`config.mk`:
```
export PLATFORM = sky130hd
export DESIGN_NAME = csr_chip_select
export DESIGN_NICKNAME = d
export VERILOG_FILES = /design/src/hw/csr_chip_select.v
export VERILOG_INCLUDE_DIRS = /design/src /design/src/common
export SDC_FILE = /design/constraint.sdc
export NUM_CORES = 1
export LEC_CHECK = 0
export BUFFER_PORTS_ARGS = -buffer_cell sky130_fd_sc_hd__buf_2
export CAP_MARGIN = 20
export CELL_PAD_IN_SITES_DETAIL_PLACEMENT = 1
export CELL_PAD_IN_SITES_GLOBAL_PLACEMENT = 1
export CORE_MARGIN = 5
export CORE_UTILIZATION = 37
export DETAILED_ROUTE_END_ITERATION = 7
export GPL_TIMING_DRIVEN = 1
export PLACE_DENSITY_LB_ADDON = 0.1
export SYNTH_ARGS = -nofsm -noshare
export SYNTH_HDL_FRONTEND = slang
export SYNTH_SLANG_ARGS = --single-unit
```
`constraint.sdc`:
```
create_clock -name ref_clk -period 4.45 [get_ports ref_clk]
set_input_delay 0.6675 -clock ref_clk [delete_from_list [all_inputs] [get_ports ref_clk]]
set_output_delay 0.6675 -clock ref_clk [all_outputs]
set_load 0.02 [all_outputs]
```
`src/common/csr_defs.vh`:
```
`ifndef CSR_DEFS_VH
`define CSR_DEFS_VH
// control block offsets (byte, within 256-byte block)
`define CSR_OFS_UPPER   8'ha0
`define CSR_OFS_LOWER   8'ha2
`define CSR_OFS_PERBASE 8'ha4
`define CSR_OFS_MIDBASE 8'ha6
`define CSR_OFS_MIDSIZE 8'ha8
`define CSR_OFS_ENH     8'hb0
// reset value of the upper select register
`define CSR_UPPER_RST   16'hfffb
// field positions
`define CSR_F_WAIT_HI   1
`define CSR_F_WAIT_LO   0
`define CSR_F_IGNEXT    2
`define CSR_F_ADDR_HI   13
`define CSR_F_ADDR_LO   6
`define CSR_F_PBASE_HI  15
`define CSR_F_PBASE_LO  6
`define CSR_F_MBASE_HI  15
`define CSR_F_MBASE_LO  9
`define CSR_F_MSIZE_HI  10
`define CSR_F_MSIZE_LO  8
`define CSR_F_PEXT      7
`define CSR_F_PMEM      6
`define CSR_F_NPBASE_HI 15
`define CSR_F_NPBASE_LO 3
// peripheral select count and block size
`define CSR_NPER        13'd7
`define CSR_PER_SHIFT   7
`endif

```
`src/hw/csr_chip_select.v`:
```
`timescale 1ns/10ps
`include "csr_defs.vh"

module csr_chip_select (
    // clock and reset
    input  wire        ref_clk,
    input  wire        rst,
    // configuration
    input  wire [11:0] ctl_block_base,
    input  wire        ctl_block_in_io,
    input  wire        enhanced_mode,
    // bus cycle from cpu, dma or refresh unit
    input  wire        cyc_start,
    input  wire [19:0] cyc_addr,
    input  wire        cyc_io,
    input  wire        cyc_write,
    input  wire [15:0] cyc_wdata,
    input  wire        cyc_refresh,
    input  wire        cyc_dma,
    output reg  [15:0] cyc_rdata,
    output reg         cyc_ready,
    output reg         cyc_busy,
    // external ready pin
    input  wire        ext_ready,
    // memory selects
    output reg         upper_mem_select_n,
    output reg         lower_mem_select_n,
    output reg  [3:0]  midrange_select_n,
    output reg  [3:0]  midrange_select_oe,
    input  wire [3:0]  midrange_select_in,
    // peripheral selects
    output reg  [6:0]  periph_select_n,
    output reg         latched_a1,
    output reg         latched_a2,
    // coprocessor interface
    output reg         coproc_request,
    output reg         coproc_error,
    // reset pull-ups
    output reg         pullup_en
);

    reg  [15:0] upper_cfg_reg;
    reg  [15:0] lower_cfg_reg;
    reg  [15:0] perbase_cfg_reg;
    reg  [15:0] midbase_cfg_reg;
    reg  [15:0] midsize_cfg_reg;
    reg  [15:0] enh_cfg_reg;
    reg         lower_ok_reg;
    reg         perbase_ok_reg;
    reg         midbase_ok_reg;
    reg         midsize_ok_reg;
    reg  [1:0]  wait_reg;
    reg         ign_ext_reg;
    reg  [2:0]  ext_sync_reg;
    reg         ext_ok_reg;
    reg  [2:0]  req_sync_reg;
    reg  [2:0]  err_sync_reg;

    // pick wait count and ignore-external bit from a ready field
    function [2:0] rdy_field;
        input [15:0] cfg;
        begin
            rdy_field = cfg[`CSR_F_IGNEXT:`CSR_F_WAIT_LO];
        end
    endfunction

    // control block decode
    wire        ctl_hit_mem = !cyc_io && !ctl_block_in_io && cyc_addr[19:8] == ctl_block_base;
    wire        ctl_hit_io  = cyc_io && ctl_block_in_io && cyc_addr[15:8] == ctl_block_base[7:0];
    wire        ctl_hit     = ctl_hit_mem || ctl_hit_io;
    wire [7:0]  ofs         = cyc_addr[7:0];
    wire        enh_acc_ok  = enhanced_mode;

    // upper region: from {11, field} upward to the top
    wire [9:0]  up_start = {2'b11, upper_cfg_reg[`CSR_F_ADDR_HI:`CSR_F_ADDR_LO]};
    wire        hit_up   = !cyc_io && cyc_addr[19:10] >= up_start;
    // lower region: zero up to {00, field}
    wire [9:0]  lo_end   = {2'b00, lower_cfg_reg[`CSR_F_ADDR_HI:`CSR_F_ADDR_LO]};
    wire        hit_lo   = lower_ok_reg && !cyc_io && cyc_addr[19:10] <= lo_end;

    // mid region: base aligned, size 8K << k, each line a quarter
    wire [2:0]  mid_k    = midsize_cfg_reg[`CSR_F_MSIZE_HI:`CSR_F_MSIZE_LO];
    wire [19:0] mid_base = {midbase_cfg_reg[`CSR_F_MBASE_HI:`CSR_F_MBASE_LO], 13'h0000};
    wire [19:0] mid_ofs  = cyc_addr - mid_base;
    wire [19:0] mid_blk  = mid_ofs >> (5'd13 + {2'b00, mid_k});
    wire [19:0] mid_qtr  = mid_ofs >> (5'd11 + {2'b00, mid_k});
    wire        mid_ok   = midbase_ok_reg && midsize_ok_reg;
    wire        hit_mid  = mid_ok && !cyc_io && cyc_addr >= mid_base && mid_blk == 20'h00000;
    wire [1:0]  mid_idx  = mid_qtr[1:0];

    // peripheral region: seven 128-byte blocks above base
    wire        per_mem  = midsize_cfg_reg[`CSR_F_PMEM];
    wire [19:0] per_base = {perbase_cfg_reg[`CSR_F_PBASE_HI:`CSR_F_PBASE_LO], 10'h000};
    wire [19:0] per_addr = per_mem ? cyc_addr : {4'h0, cyc_addr[15:0]};
    wire [19:0] per_ofs  = per_addr - per_base;
    wire        per_ok   = perbase_ok_reg && midsize_ok_reg;
    wire        per_space = per_mem ? !cyc_io : cyc_io;
    wire        hit_per  = per_ok && per_space && per_addr >= per_base &&
                           per_ofs[19:`CSR_PER_SHIFT] < `CSR_NPER;
    wire [2:0]  per_idx  = per_ofs[9:7];
    wire        per_ext  = midsize_cfg_reg[`CSR_F_PEXT];

    // numeric coprocessor select: io block of eight bytes, enhanced only
    wire        hit_nps  = enhanced_mode && cyc_io &&
                           cyc_addr[15:3] == enh_cfg_reg[`CSR_F_NPBASE_HI:`CSR_F_NPBASE_LO];

    // region priority and its ready field
    reg  [2:0]  sel_rdy;
    reg  [1:0]  sel_kind;
    always @* begin
        sel_rdy  = 3'b100;
        sel_kind = 2'd0;
        if (ctl_hit) begin
            sel_rdy  = 3'b100;
            sel_kind = 2'd0;
        end else if (hit_up) begin
            sel_rdy  = rdy_field(upper_cfg_reg);
            sel_kind = 2'd1;
        end else if (hit_lo) begin
            sel_rdy  = rdy_field(lower_cfg_reg);
            sel_kind = 2'd1;
        end else if (hit_mid) begin
            sel_rdy  = rdy_field(midbase_cfg_reg);
            sel_kind = 2'd1;
        end else if (hit_per) begin
            // blocks 0-3 follow base register, 4-6 the size register
            sel_rdy  = per_idx[2] ? rdy_field(midsize_cfg_reg) : rdy_field(perbase_cfg_reg);
            sel_kind = 2'd1;
        end else if (hit_nps) begin
            sel_rdy  = 3'b000;
            sel_kind = 2'd2;
        end else begin
            // unselected cycles rely on external ready alone
            sel_rdy  = 3'b000;
            sel_kind = 2'd3;
        end
    end

    // external ready: change accepted when 2nd and 3rd stages agree
    always @(posedge ref_clk) begin
        if (rst) begin
            ext_sync_reg <= 3'b000;
            ext_ok_reg   <= 1'b0;
            req_sync_reg <= 3'b000;
            err_sync_reg <= 3'b000;
        end else begin
            ext_sync_reg <= {ext_sync_reg[1:0], ext_ready};
            req_sync_reg <= {req_sync_reg[1:0], midrange_select_in[0]};
            err_sync_reg <= {err_sync_reg[1:0], midrange_select_in[1]};
            if (ext_sync_reg[1] == ext_sync_reg[2]) begin
                ext_ok_reg <= ext_sync_reg[2];
            end
        end
    end

    // coprocessor request and error inputs on mid pins 0 and 1
    always @(posedge ref_clk) begin
        if (rst) begin
            coproc_request <= 1'b0;
            coproc_error   <= 1'b0;
        end else if (!enhanced_mode) begin
            // mask at once, a half-settled input must not linger
            coproc_request <= 1'b0;
            coproc_error   <= 1'b0;
        end else begin
            if (req_sync_reg[1] == req_sync_reg[2]) begin
                coproc_request <= req_sync_reg[2];
            end
            if (err_sync_reg[1] == err_sync_reg[2]) begin
                coproc_error <= err_sync_reg[2];
            end
        end
    end

    // register writes from control block cycles
    always @(posedge ref_clk) begin
        if (rst) begin
            upper_cfg_reg   <= `CSR_UPPER_RST;
            lower_cfg_reg   <= 16'h0000;
            perbase_cfg_reg <= 16'h0000;
            midbase_cfg_reg <= 16'h0000;
            midsize_cfg_reg <= 16'h0000;
            enh_cfg_reg     <= 16'h0000;
            lower_ok_reg    <= 1'b0;
            perbase_ok_reg  <= 1'b0;
            midbase_ok_reg  <= 1'b0;
            midsize_ok_reg  <= 1'b0;
        end else if (cyc_start && !cyc_busy && ctl_hit) begin
            // any access arms the region, reads included
            if (ofs == `CSR_OFS_LOWER) begin
                lower_ok_reg <= 1'b1;
                if (cyc_write) lower_cfg_reg <= cyc_wdata;
            end else if (ofs == `CSR_OFS_UPPER) begin
                if (cyc_write) upper_cfg_reg <= cyc_wdata;
            end else if (ofs == `CSR_OFS_PERBASE) begin
                perbase_ok_reg <= 1'b1;
                if (cyc_write) perbase_cfg_reg <= cyc_wdata;
            end else if (ofs == `CSR_OFS_MIDBASE) begin
                midbase_ok_reg <= 1'b1;
                if (cyc_write) midbase_cfg_reg <= cyc_wdata;
            end else if (ofs == `CSR_OFS_MIDSIZE) begin
                midsize_ok_reg <= 1'b1;
                if (cyc_write) midsize_cfg_reg <= cyc_wdata;
            end else if (ofs == `CSR_OFS_ENH) begin
                if (cyc_write && enh_acc_ok) enh_cfg_reg <= cyc_wdata;
            end
        end
    end

    // cycle sequencer: selects, wait count, ready
    always @(posedge ref_clk) begin
        if (rst) begin
            cyc_busy           <= 1'b0;
            cyc_ready          <= 1'b0;
            cyc_rdata          <= 16'h0000;
            wait_reg           <= 2'b00;
            ign_ext_reg        <= 1'b1;
            upper_mem_select_n <= 1'b1;
            lower_mem_select_n <= 1'b1;
            midrange_select_n  <= 4'hf;
            // third and fourth lines driven high, first two left to pull-ups
            midrange_select_oe <= 4'hc;
            periph_select_n    <= 7'h7f;
            latched_a1         <= 1'b0;
            latched_a2         <= 1'b0;
            pullup_en          <= 1'b1;
        end else begin
            pullup_en          <= 1'b0;
            midrange_select_oe <= enhanced_mode ? 4'hc : 4'hf;
            cyc_ready          <= 1'b0;
            if (!cyc_busy && cyc_start) begin
                cyc_busy    <= 1'b1;
                wait_reg    <= sel_rdy[1:0];
                ign_ext_reg <= sel_rdy[2];
                latched_a1  <= cyc_addr[1];
                latched_a2  <= cyc_addr[2];
                // cpu, dma and refresh cycles decode alike
                if (sel_kind == 2'd1 && (cyc_refresh || cyc_dma || 1'b1)) begin
                    upper_mem_select_n <= !(hit_up);
                    lower_mem_select_n <= !(!hit_up && hit_lo);
                    if (!hit_up && !hit_lo && hit_mid) begin
                        midrange_select_n <= ~(4'h1 << mid_idx);
                    end
                    if (!hit_up && !hit_lo && !hit_mid && hit_per) begin
                        periph_select_n <= ~(7'h01 << per_idx);
                    end
                end
                if (sel_kind == 2'd2) begin
                    midrange_select_n[3] <= 1'b0;
                end
                cyc_rdata <= 16'h0000;
                if (ctl_hit && !cyc_write) begin
                    if (ofs == `CSR_OFS_UPPER) cyc_rdata <= upper_cfg_reg;
                    else if (ofs == `CSR_OFS_LOWER) cyc_rdata <= lower_cfg_reg;
                    else if (ofs == `CSR_OFS_PERBASE) cyc_rdata <= perbase_cfg_reg;
                    else if (ofs == `CSR_OFS_MIDBASE) cyc_rdata <= midbase_cfg_reg;
                    else if (ofs == `CSR_OFS_MIDSIZE) cyc_rdata <= midsize_cfg_reg;
                    else if (ofs == `CSR_OFS_ENH && enh_acc_ok) cyc_rdata <= enh_cfg_reg;
                end
            end else if (cyc_busy) begin
                if (wait_reg != 2'b00) begin
                    wait_reg <= wait_reg - 2'b01;
                // limitation: synced ready outlives the pin by about four
                // clocks, so an external device must drop it early enough
                end else if (ign_ext_reg || ext_ok_reg) begin
                    cyc_ready          <= 1'b1;
                    cyc_busy           <= 1'b0;
                    upper_mem_select_n <= 1'b1;
                    lower_mem_select_n <= 1'b1;
                    midrange_select_n  <= 4'hf;
                    periph_select_n    <= 7'h7f;
                end
            end
            // A1/A2 replace the last two peripheral selects when chosen,
            // only once the peripheral region is armed
            if (per_ok && !per_ext) begin
                periph_select_n[5] <= latched_a1;
                periph_select_n[6] <= latched_a2;
            end
        end
    end

endmodule // csr_chip_select

```
## After elaboration in Yosys (flattened, before gate mapping)

Cells that the tools add are included.
W data, S select, Z words.

| word-level totals | value |
|---|---|
| input bits | 62 |
| logic and storage cells | 193 |
| flip-flop bits (word level) | 153 |

| operators by class | value |
|---|---|
| equal/unequal tests | 23 |
| add/subtract/negate cells | 5 |
| magnitude comparators | 5 |
| muxes and demuxes | 52 |
| shift-type cells | 4 |
| bitwise logic cells | 9 |
| reduce and logical (&&, ||, !) cells | 64 |

Operators with widths:

| operator | count |
|---|---|
| $mux W16 | 7 |
| $eq A8 B8 Y1 const B | 6 |
| $mux W7 | 6 |
| $ge A20 B20 Y1 | 2 |
| $sub A20 B20 Y20 | 2 |
| $reduce_and A5 Y1 | 6 |
| $logic_and A1 B1 Y1 | 28 |
| $mux W4 | 6 |
| $logic_not A20 Y1 | 1 |
| $mux W2 | 10 |
| $mux W20 | 1 |
| $shr A20 B5 Y2 | 1 |
| $shr A20 B5 Y20 | 1 |
| $mux W3 | 6 |
| $mux W1 | 16 |
| $eq A13 B13 Y1 | 1 |
| $lt A13 B3 Y1 const B | 1 |
| $eq A12 B12 Y1 | 1 |
| $ne A3 B1 Y1 const B | 4 |
| $reduce_and A4 Y1 | 3 |
| $reduce_and A6 Y1 | 2 |
| $add A4 B3 Y5 const A | 2 |
| $ge A10 B10 Y1 | 1 |
| $le A10 B8 Y1 | 1 |
| 23 further kinds | 47 |

## Logic depth before layout (Yosys ltp)

Gate-level depths: netlist of run 1.

| depth | value |
|---|---|
| word-level depth | 14 |
| mapped depth | 12 |
| depth with buffers taken out | 12 |

## Worst setup path after synthesis of run 1

No wires, ideal clock.

| timing path | value |
|---|---|
| path kind | input to register |
| start | in cyc_addr[10] |
| end | reg periph_select_n[6] |
| library setup time | 0.069 ns |
| required time | 4.381 ns |
| slack | 0.894 ns |
| stages on the path | 12 |
| data arrival time | 3.488 ns |
| cells stage by stage | inv_1 -> ha_1 -> inv_1 -> fa_1 -> a21o_1 -> a221oi_1 -> a21oi_1 -> or3_1 -> a2111o_1 -> a211oi_4 -> mux2_1 -> o21ai_1 |

| between the ends | value |
|---|---|
| longest elaborated chain between the ends | 12 |

RTL lines:

| element | line | RTL |
|---|---|---|
| from (decl) | csr_chip_select.v:14 | `input wire [19:0] cyc_addr,` |
| $mux W20 | csr_chip_select.v:94 | `wire [19:0] per_addr = per_mem ? cyc_addr : {4'h0, cyc_addr[15:0]};` |
| $sub A20 B20 Y20 / $ge A20 B20 Y1 (equally long branches) | csr_chip_select.v:95, csr_chip_select.v:98 |  |
| $lt A13 B3 Y1 (no line) / $logic_and A1 B1 Y1 (equally long branches) | n/a |  |
| $logic_and A1 B1 Y1 (no line) | n/a |  |
| $mux W2 | csr_chip_select.v:125 | `end else if (hit_per) begin` |
| $mux W2 | csr_chip_select.v:122 | `end else if (hit_mid) begin` |
| $mux W2 | csr_chip_select.v:119 | `end else if (hit_lo) begin` |
| $mux W2 | csr_chip_select.v:116 | `end else if (hit_up) begin` |
| $mux W2 | csr_chip_select.v:113 | `if (ctl_hit) begin` |
| $eq A2 B1 Y1 | csr_chip_select.v:238 | `if (sel_kind == 2'd1 && (cyc_refresh \|\| cyc_dma \|\| 1'b1)) begin` |
| $ne A3 B1 Y1 (no line) | n/a |  |
| $reduce_and A5 Y1 (no line) * | n/a |  |
| to (signal assigned) | csr_chip_select.v:245 | `periph_select_n <= ~(7'h01 << per_idx);` |
| to (signal assigned) | csr_chip_select.v:278 | `periph_select_n[6] <= latched_a2;` |
| to (decl) | csr_chip_select.v:32 | `output reg [6:0] periph_select_n,` |

Mark *: on every way between the ends. The rest lies on a longest branch, timed or not.
A chain may end at the register's enable or synchronous reset.

## Worst setup path in the final report of run 1

Ends and elaborated chain as after synthesis.

==> reports/metrics.yaml, run 1 <==
cells_and_area:
  syn_to_final_growth_pct: 17.43
  mostFrequentLayoutCells: "150 x dfxtp_1, 140 x nand2_1, 105 x nor2_1"
  num_antenna_cells: 0
  fin_nets: 1198
  final_common_cell: "dfxtp_1"
  final_util: 0.4394
  drive_above_1_share: 0.1617
  post_layout_nonfiller_instances: 1393
  fillCellCount: 2665
setup_path:
  crit_buf_inv: 3
  worstPathCellList: "buf_2 > inv_1 > ha_1 > inv_1 > fa_1 > a21o_1 > a221oi_1 > a21oi_1 > or3_1 > a2111o_1 > a211oi_4 > mux2_1 > o21ai_1"
  slowest_delay_ns: 0.46
  crit_arrival_ns: 3.98
  path_delay_family: "compound AO/OA/AOI/OAI gates"
  critPathKind: "in2reg"
  cpMostUsedCell: "inv_1"
  start_kind: "input port"
  worstPathRequired_ns: 4.82
  worstSetupEndpointType: "register"
  path_max_fanout: 4
  cp_slowest_cell: "a2111o_1"
timing:
  layout_setup_ws_ns: 0.8379
  timing.slew.headroom: 0.4146
  fin_setup_tns_ns: 0
  setup_viol: 0
  skew_ns: 0.02454
  period_share: 0.8117
  hold_viol_final: 0
  max_freq_mhz: 276.8
  period_minus_slack_ns: 3.612
  worstMarginPinSlew_ns: 0.8781
  rsz0062_at_grt: "false"
  report.final.slew_viol_count: 0
global_routing:
  grt.busiest_layer: "met2"
  grt_util_all_layers: 0.2470
  grt_util_met3: 0.03343
  grt_max_degree: 72
  antenna_found_initial: 0
  grt_pass1_wl_um: 47280
  gr-usage-met1: 0.3506
  overflow: 0
  grt_pass1_vias: 7960
  met2_usage: 0.3964
clock_network:
  cts_max_path_buffers: 2
  htreeDepth: 4
  post_cts_buffers: 0
  hold_buffers: 0
  cts_tree: "yes"
  clock-sinks: 150
  clk_pin_slew_ns: 0.07
  clk_latency_ns: 0.45
  cts_buffers: 17
  post_cts_resized: 0
  root_buffer: "clkbuf_16"
detailed_routing:
  drtAntennaViolNets: 0
  drt_iter0_markers: 411
  routed_wl_um: 30530
  vias: 7835
  route.detailed.drc: 0
  avgRoutedWirePerCell_um: 21.91
  dr.pass1.iters: 5
  via_per_inst: 5.625
die:
  core_area_sq_um: 21760
  dieArea_sq_um: 25070
  die_w_um: 158.3
  start_util: 0.3742
  rows: 54
  io-pin-count: 102
  die_y_um: 158.3
placement:
  gp_congestion: 0.8711
  dp_hpwl_um: 22010
  place_inst: 1361
  pre_cts_ws_ns: 0.4123
  io_buffers: 95
synthesis:
  syn_inst: 1016
  ys.flop_type: "dfxtp_1"
  ys_ff_latch: 150
  synth_edf_count: 0
  avgSynthCellArea_sq_um: 8.013
  yosysSeqAreaShare: 0.3688
  synthArstFlopShare: 0
  ys_types: 77
  yosysWarnings: 0
  syn_area_sq_um: 8142
power:
  powerDensity_nw_per_um2: 327.7
  fin_total_pwr_uw: 3133
  ir_worst_vdd_v: 0.0002596
  power_leakage_uw: 0.003952
run:
  drv_cap: 0
outcome:
  status: "complete, no violations"
hold_path:
  hp-class: "in2reg"
## metal layers
metal  up-vias  routed length [um]
li1       3782                   -
met1      3833               14630
met2       188               13960
met3        32                1407
met4         0                 529
met5         -                   0
## per-stage QoR
step | hold WS, ns | cell area [sq um]
floorplan | 0.4138 | 8145
global placement | 0.4278 | 8965
detailed placement | 0.4284 | 8965
CTS | 0.4290 | 9560
global route | 0.4351 | 9560
finish | 0.4413 | 9560
## final cells by class
type / instances / area [sq um] / area share
well taps: 280 / 350.3 / 0.03664
repair buffers: 124 / 708.2 / 0.07407
multi-input cells: 756 / 4712 / 0.4929
flip-flops and latches: 150 / 3003 / 0.3141
inverters: 51 / 191.4 / 0.02002
clock inverters: 14 / 156.4 / 0.01636
clock buffers: 18 / 439.2 / 0.04594
## cells in the mapped netlist (5+ instances only)
| library cell | number | area, sq um |
|---|---|---|
| nor3_1 | 25 | 125.1 |
| o2111ai_1 | 6 | 52.55 |
| inv_1 | 50 | 187.7 |
| nor4_1 | 7 | 43.79 |
| nand4_1 | 14 | 87.58 |
| clkbuf_1 | 44 | 165.2 |
| a32oi_1 | 14 | 122.6 |
| a21oi_1 | 85 | 425.4 |
| dfxtp_1 | 150 | 3003 |
| and2_1 | 8 | 50.05 |
| buf_2 | 9 | 45.04 |
| ha_1 | 34 | 425.4 |
| xor2_1 | 15 | 131.4 |
| nand3_1 | 33 | 165.2 |
| a221oi_1 | 14 | 122.6 |
| o21a_1 | 6 | 45.04 |
| o21ai_0 | 33 | 165.2 |
| nand2_1 | 140 | 525.5 |
| xnor2_1 | 15 | 131.4 |
| nor2b_1 | 27 | 168.9 |
| or3_1 | 5 | 31.28 |
| and3_1 | 7 | 43.79 |
| mux2i_1 | 43 | 430.4 |
| a21o_1 | 5 | 37.54 |
| o211ai_1 | 10 | 75.07 |
| nor2_1 | 105 | 394.1 |
| o22ai_1 | 16 | 100.1 |
## worst paths after layout
check | from | end | slack (ns) | depth (start not counted)
worst min register to register | ext_sync_reg[0] | ext_sync_reg[1] | 0.45 | 1
worst max register to register | perbase_cfg_reg[6] | periph_select_n[6] | 0.94 | 11
worst min-delay path | midrange_select_in[0] | req_sync_reg[0] | 0.44 | 2
worst max-delay path | cyc_addr[10] | periph_select_n[6] | 0.84 | 13
## kinds of logic (layout without fill, tap and decap cells)
logic type | count (synthesis) | in the layout | share of synthesized area
buffers and inverters | 111 | 207 | 0.05486
other | 1 | 2 | 0.0004606
flip-flops | 150 | 150 | 0.3688
XOR/XNOR | 30 | 30 | 0.03227
adder cells (fa/ha/maj) | 36 | 36 | 0.05717
AO/OA/AOI/OAI | 240 | 240 | 0.1963
multiplexers | 48 | 48 | 0.06116
AND/OR/NAND/NOR | 400 | 400 | 0.2290
## where the power goes
group,leakage [uW],internal [uW],switching (uW)
Clock,0.000287,765,701
Combinational,0.00245,104,202
Sequential,0.00121,1350,7.22
## worst register-to-register path, stage by stage, from the launching register on
cell and delay (ns):
dfxtp_1 0.41, ha_1 0.19, inv_1 0.05, fa_1 0.40, a21o_1 0.21, a221oi_1 0.41
a21oi_1 0.15, or3_1 0.38, a2111o_1 0.46, a211oi_4 0.32, mux2_1 0.35, o21ai_1 0.10
Note: power is estimated with default switching activity, not from simulation.
==> run 2, diff against run 1 <==
==> constraint.sdc (replaced) <==
create_clock -name ref_clk -period 3.8 [get_ports ref_clk]
set_input_delay 0.57 -clock ref_clk [delete_from_list [all_inputs] [get_ports ref_clk]]
set_output_delay 0.57 -clock ref_clk [all_outputs]
set_load 0.02 [all_outputs]
==> reports/metrics.yaml, run 2 (synthesis gave the netlist of run 1 again) <==
power:
  p_seq_frac: 0.424
  power_leakage_uw: 0.004090
  clock_power_share: 0.477
  p_int_uw: 2723
  switchingPower_uw: 1035
  ir_worst_vdd_v: 0.0002879
  combPwrFrac: 0.099
  powerDensity_nw_per_um2: 384.1
  swShare: 0.2755
timing:
  timing.slew.headroom: 0.4713
  period_minus_slack_ns: 3.467
  worstMarginPinSlew_ns: 0.7896
  rsz0062_at_grt: "false"
  layout_setup_ws_ns: 0.3326
  report.final.slew_viol_count: 0
  period_share: 0.9125
  fin_setup_tns_ns: 0
  hold_viol_final: 0
  skew_ns: 0.008471
  max_freq_mhz: 288.4
  setup_viol: 0
global_routing:
  grt_pass1_vias: 8030
  grt_pass1_wl_um: 47530
  overflow: 0
  grt_util_all_layers: 0.2475
  grt_max_degree: 135
  antenna_found_initial: 0
detailed_routing:
  drt_iter0_markers: 555
  route.detailed.drc: 0
  avgRoutedWirePerCell_um: 21.90
  dr.pass1.iters: 5
  drtAntennaViolNets: 0
  routed_wl_um: 31060
  via_per_inst: 5.651
  vias: 8013
die:
  start_util: 0.3742
  dieArea_sq_um: 25070
  rows: 54
  io-pin-count: 102
  core_area_sq_um: 21760
  die_w_um: 158.3
  die_y_um: 158.3
clock_network:
  clk_pin_slew_ns: 0.07
  cts_tree: "yes"
  cts_max_path_buffers: 2
  cts_buffers: 17
  post_cts_resized: 0
  clk_latency_ns: 0.42
  root_buffer: "clkbuf_16"
  hold_buffers: 0
  post_cts_buffers: 0
  clock-sinks: 150
  htreeDepth: 4
hold_path:
  hp-class: "in2reg"
setup_path:
  crit_arrival_ns: 3.79
  worstSetupEndpointType: "register"
  worstPathRequired_ns: 4.13
  path_max_fanout: 3
  critPathKind: "reg2reg"
  start_kind: "register"
cells_and_area:
  mostFrequentLayoutCells: "150 x dfxtp_1, 140 x nand2_1, 105 x nor2_1"
  fin_nets: 1223
  fillCellCount: 2691
  syn_to_final_growth_pct: 20.19
  post_layout_nonfiller_instances: 1418
  final_common_cell: "dfxtp_1"
  num_antenna_cells: 0
  drive_above_1_share: 0.1793
  final_util: 0.4498
placement:
  pre_cts_ws_ns: 0.04555
  gp_congestion: 0.8507
  dp_hpwl_um: 22490
  place_inst: 1386
  io_buffers: 95
outcome:
  status: "complete, no violations"
run:
  drv_cap: 0
## run 2: cell type report
class                           instances  area [sq um]  area share
Clock buffer                           18         429.2     0.04386
Clock inverter                         14         178.9     0.01828
Inverter                               51         191.4     0.01956
Multi-Input combinational cell        756          4712      0.4815
Sequential cell                       150          3003      0.3069
Tap cell                              280         350.3     0.03580
Timing Repair Buffer                  149         920.9     0.09411
## run 2: metal layers
metal	share of wire	up-vias	track usage
li1	-	3830	-
met1	0.47	3975	0.3458
met2	0.46	175	0.4030
met3	0.049	33	0.03669
met4	0.018	0	0.06133
met5	0	-	0
## run 2: final timing paths
kind | startpoint | endpoint | slack, ns | cells past startpoint
hold / removal | midrange_select_in[0] | req_sync_reg[0] | 0.36 | 2
setup / recovery | perbase_cfg_reg[6] | periph_select_n[5] | 0.33 | 12
hold reg to reg | req_sync_reg[0] | req_sync_reg[1] | 0.44 | 1
setup reg to reg | perbase_cfg_reg[6] | periph_select_n[5] | 0.33 | 12
## run 2: worst max-delay path, cell delays in order (launching register included)
cell and delay (ns):
dfxtp_1 0.43, ha_1 0.20, inv_1 0.05, fa_1 0.38
a21o_1 0.20, a221oi_1 0.38, a21oi_1 0.15, or3_1 0.38
a2111o_1 0.45, a211oi_4 0.29, buf_4 0.17, nor3_1 0.04
o31ai_1 0.26
## run 2: power groups by stage
stage	Clock (uW)	Combinational, uW	Sequential, uW
4_1_cts	1830	372	1590
6_report	1790	373	1590
3_3_place_gp	0	368	1630
2_1_floorplan	0	207	1630
5_1_grt	1910	408	1590
3_5_place_dp	0	369	1630
## run 2: per-stage QoR
stage          area [sq um]  hold WS (ns)  total power (uW)
2_1_floorplan          8145        0.4138              1841
3_3_place_gp           9178        0.4227              1997
3_5_place_dp           9178        0.4255              1999
4_1_cts                9786        0.3473              3793
5_1_grt                9786        0.3415              3910
6_report               9786        0.3606              3758
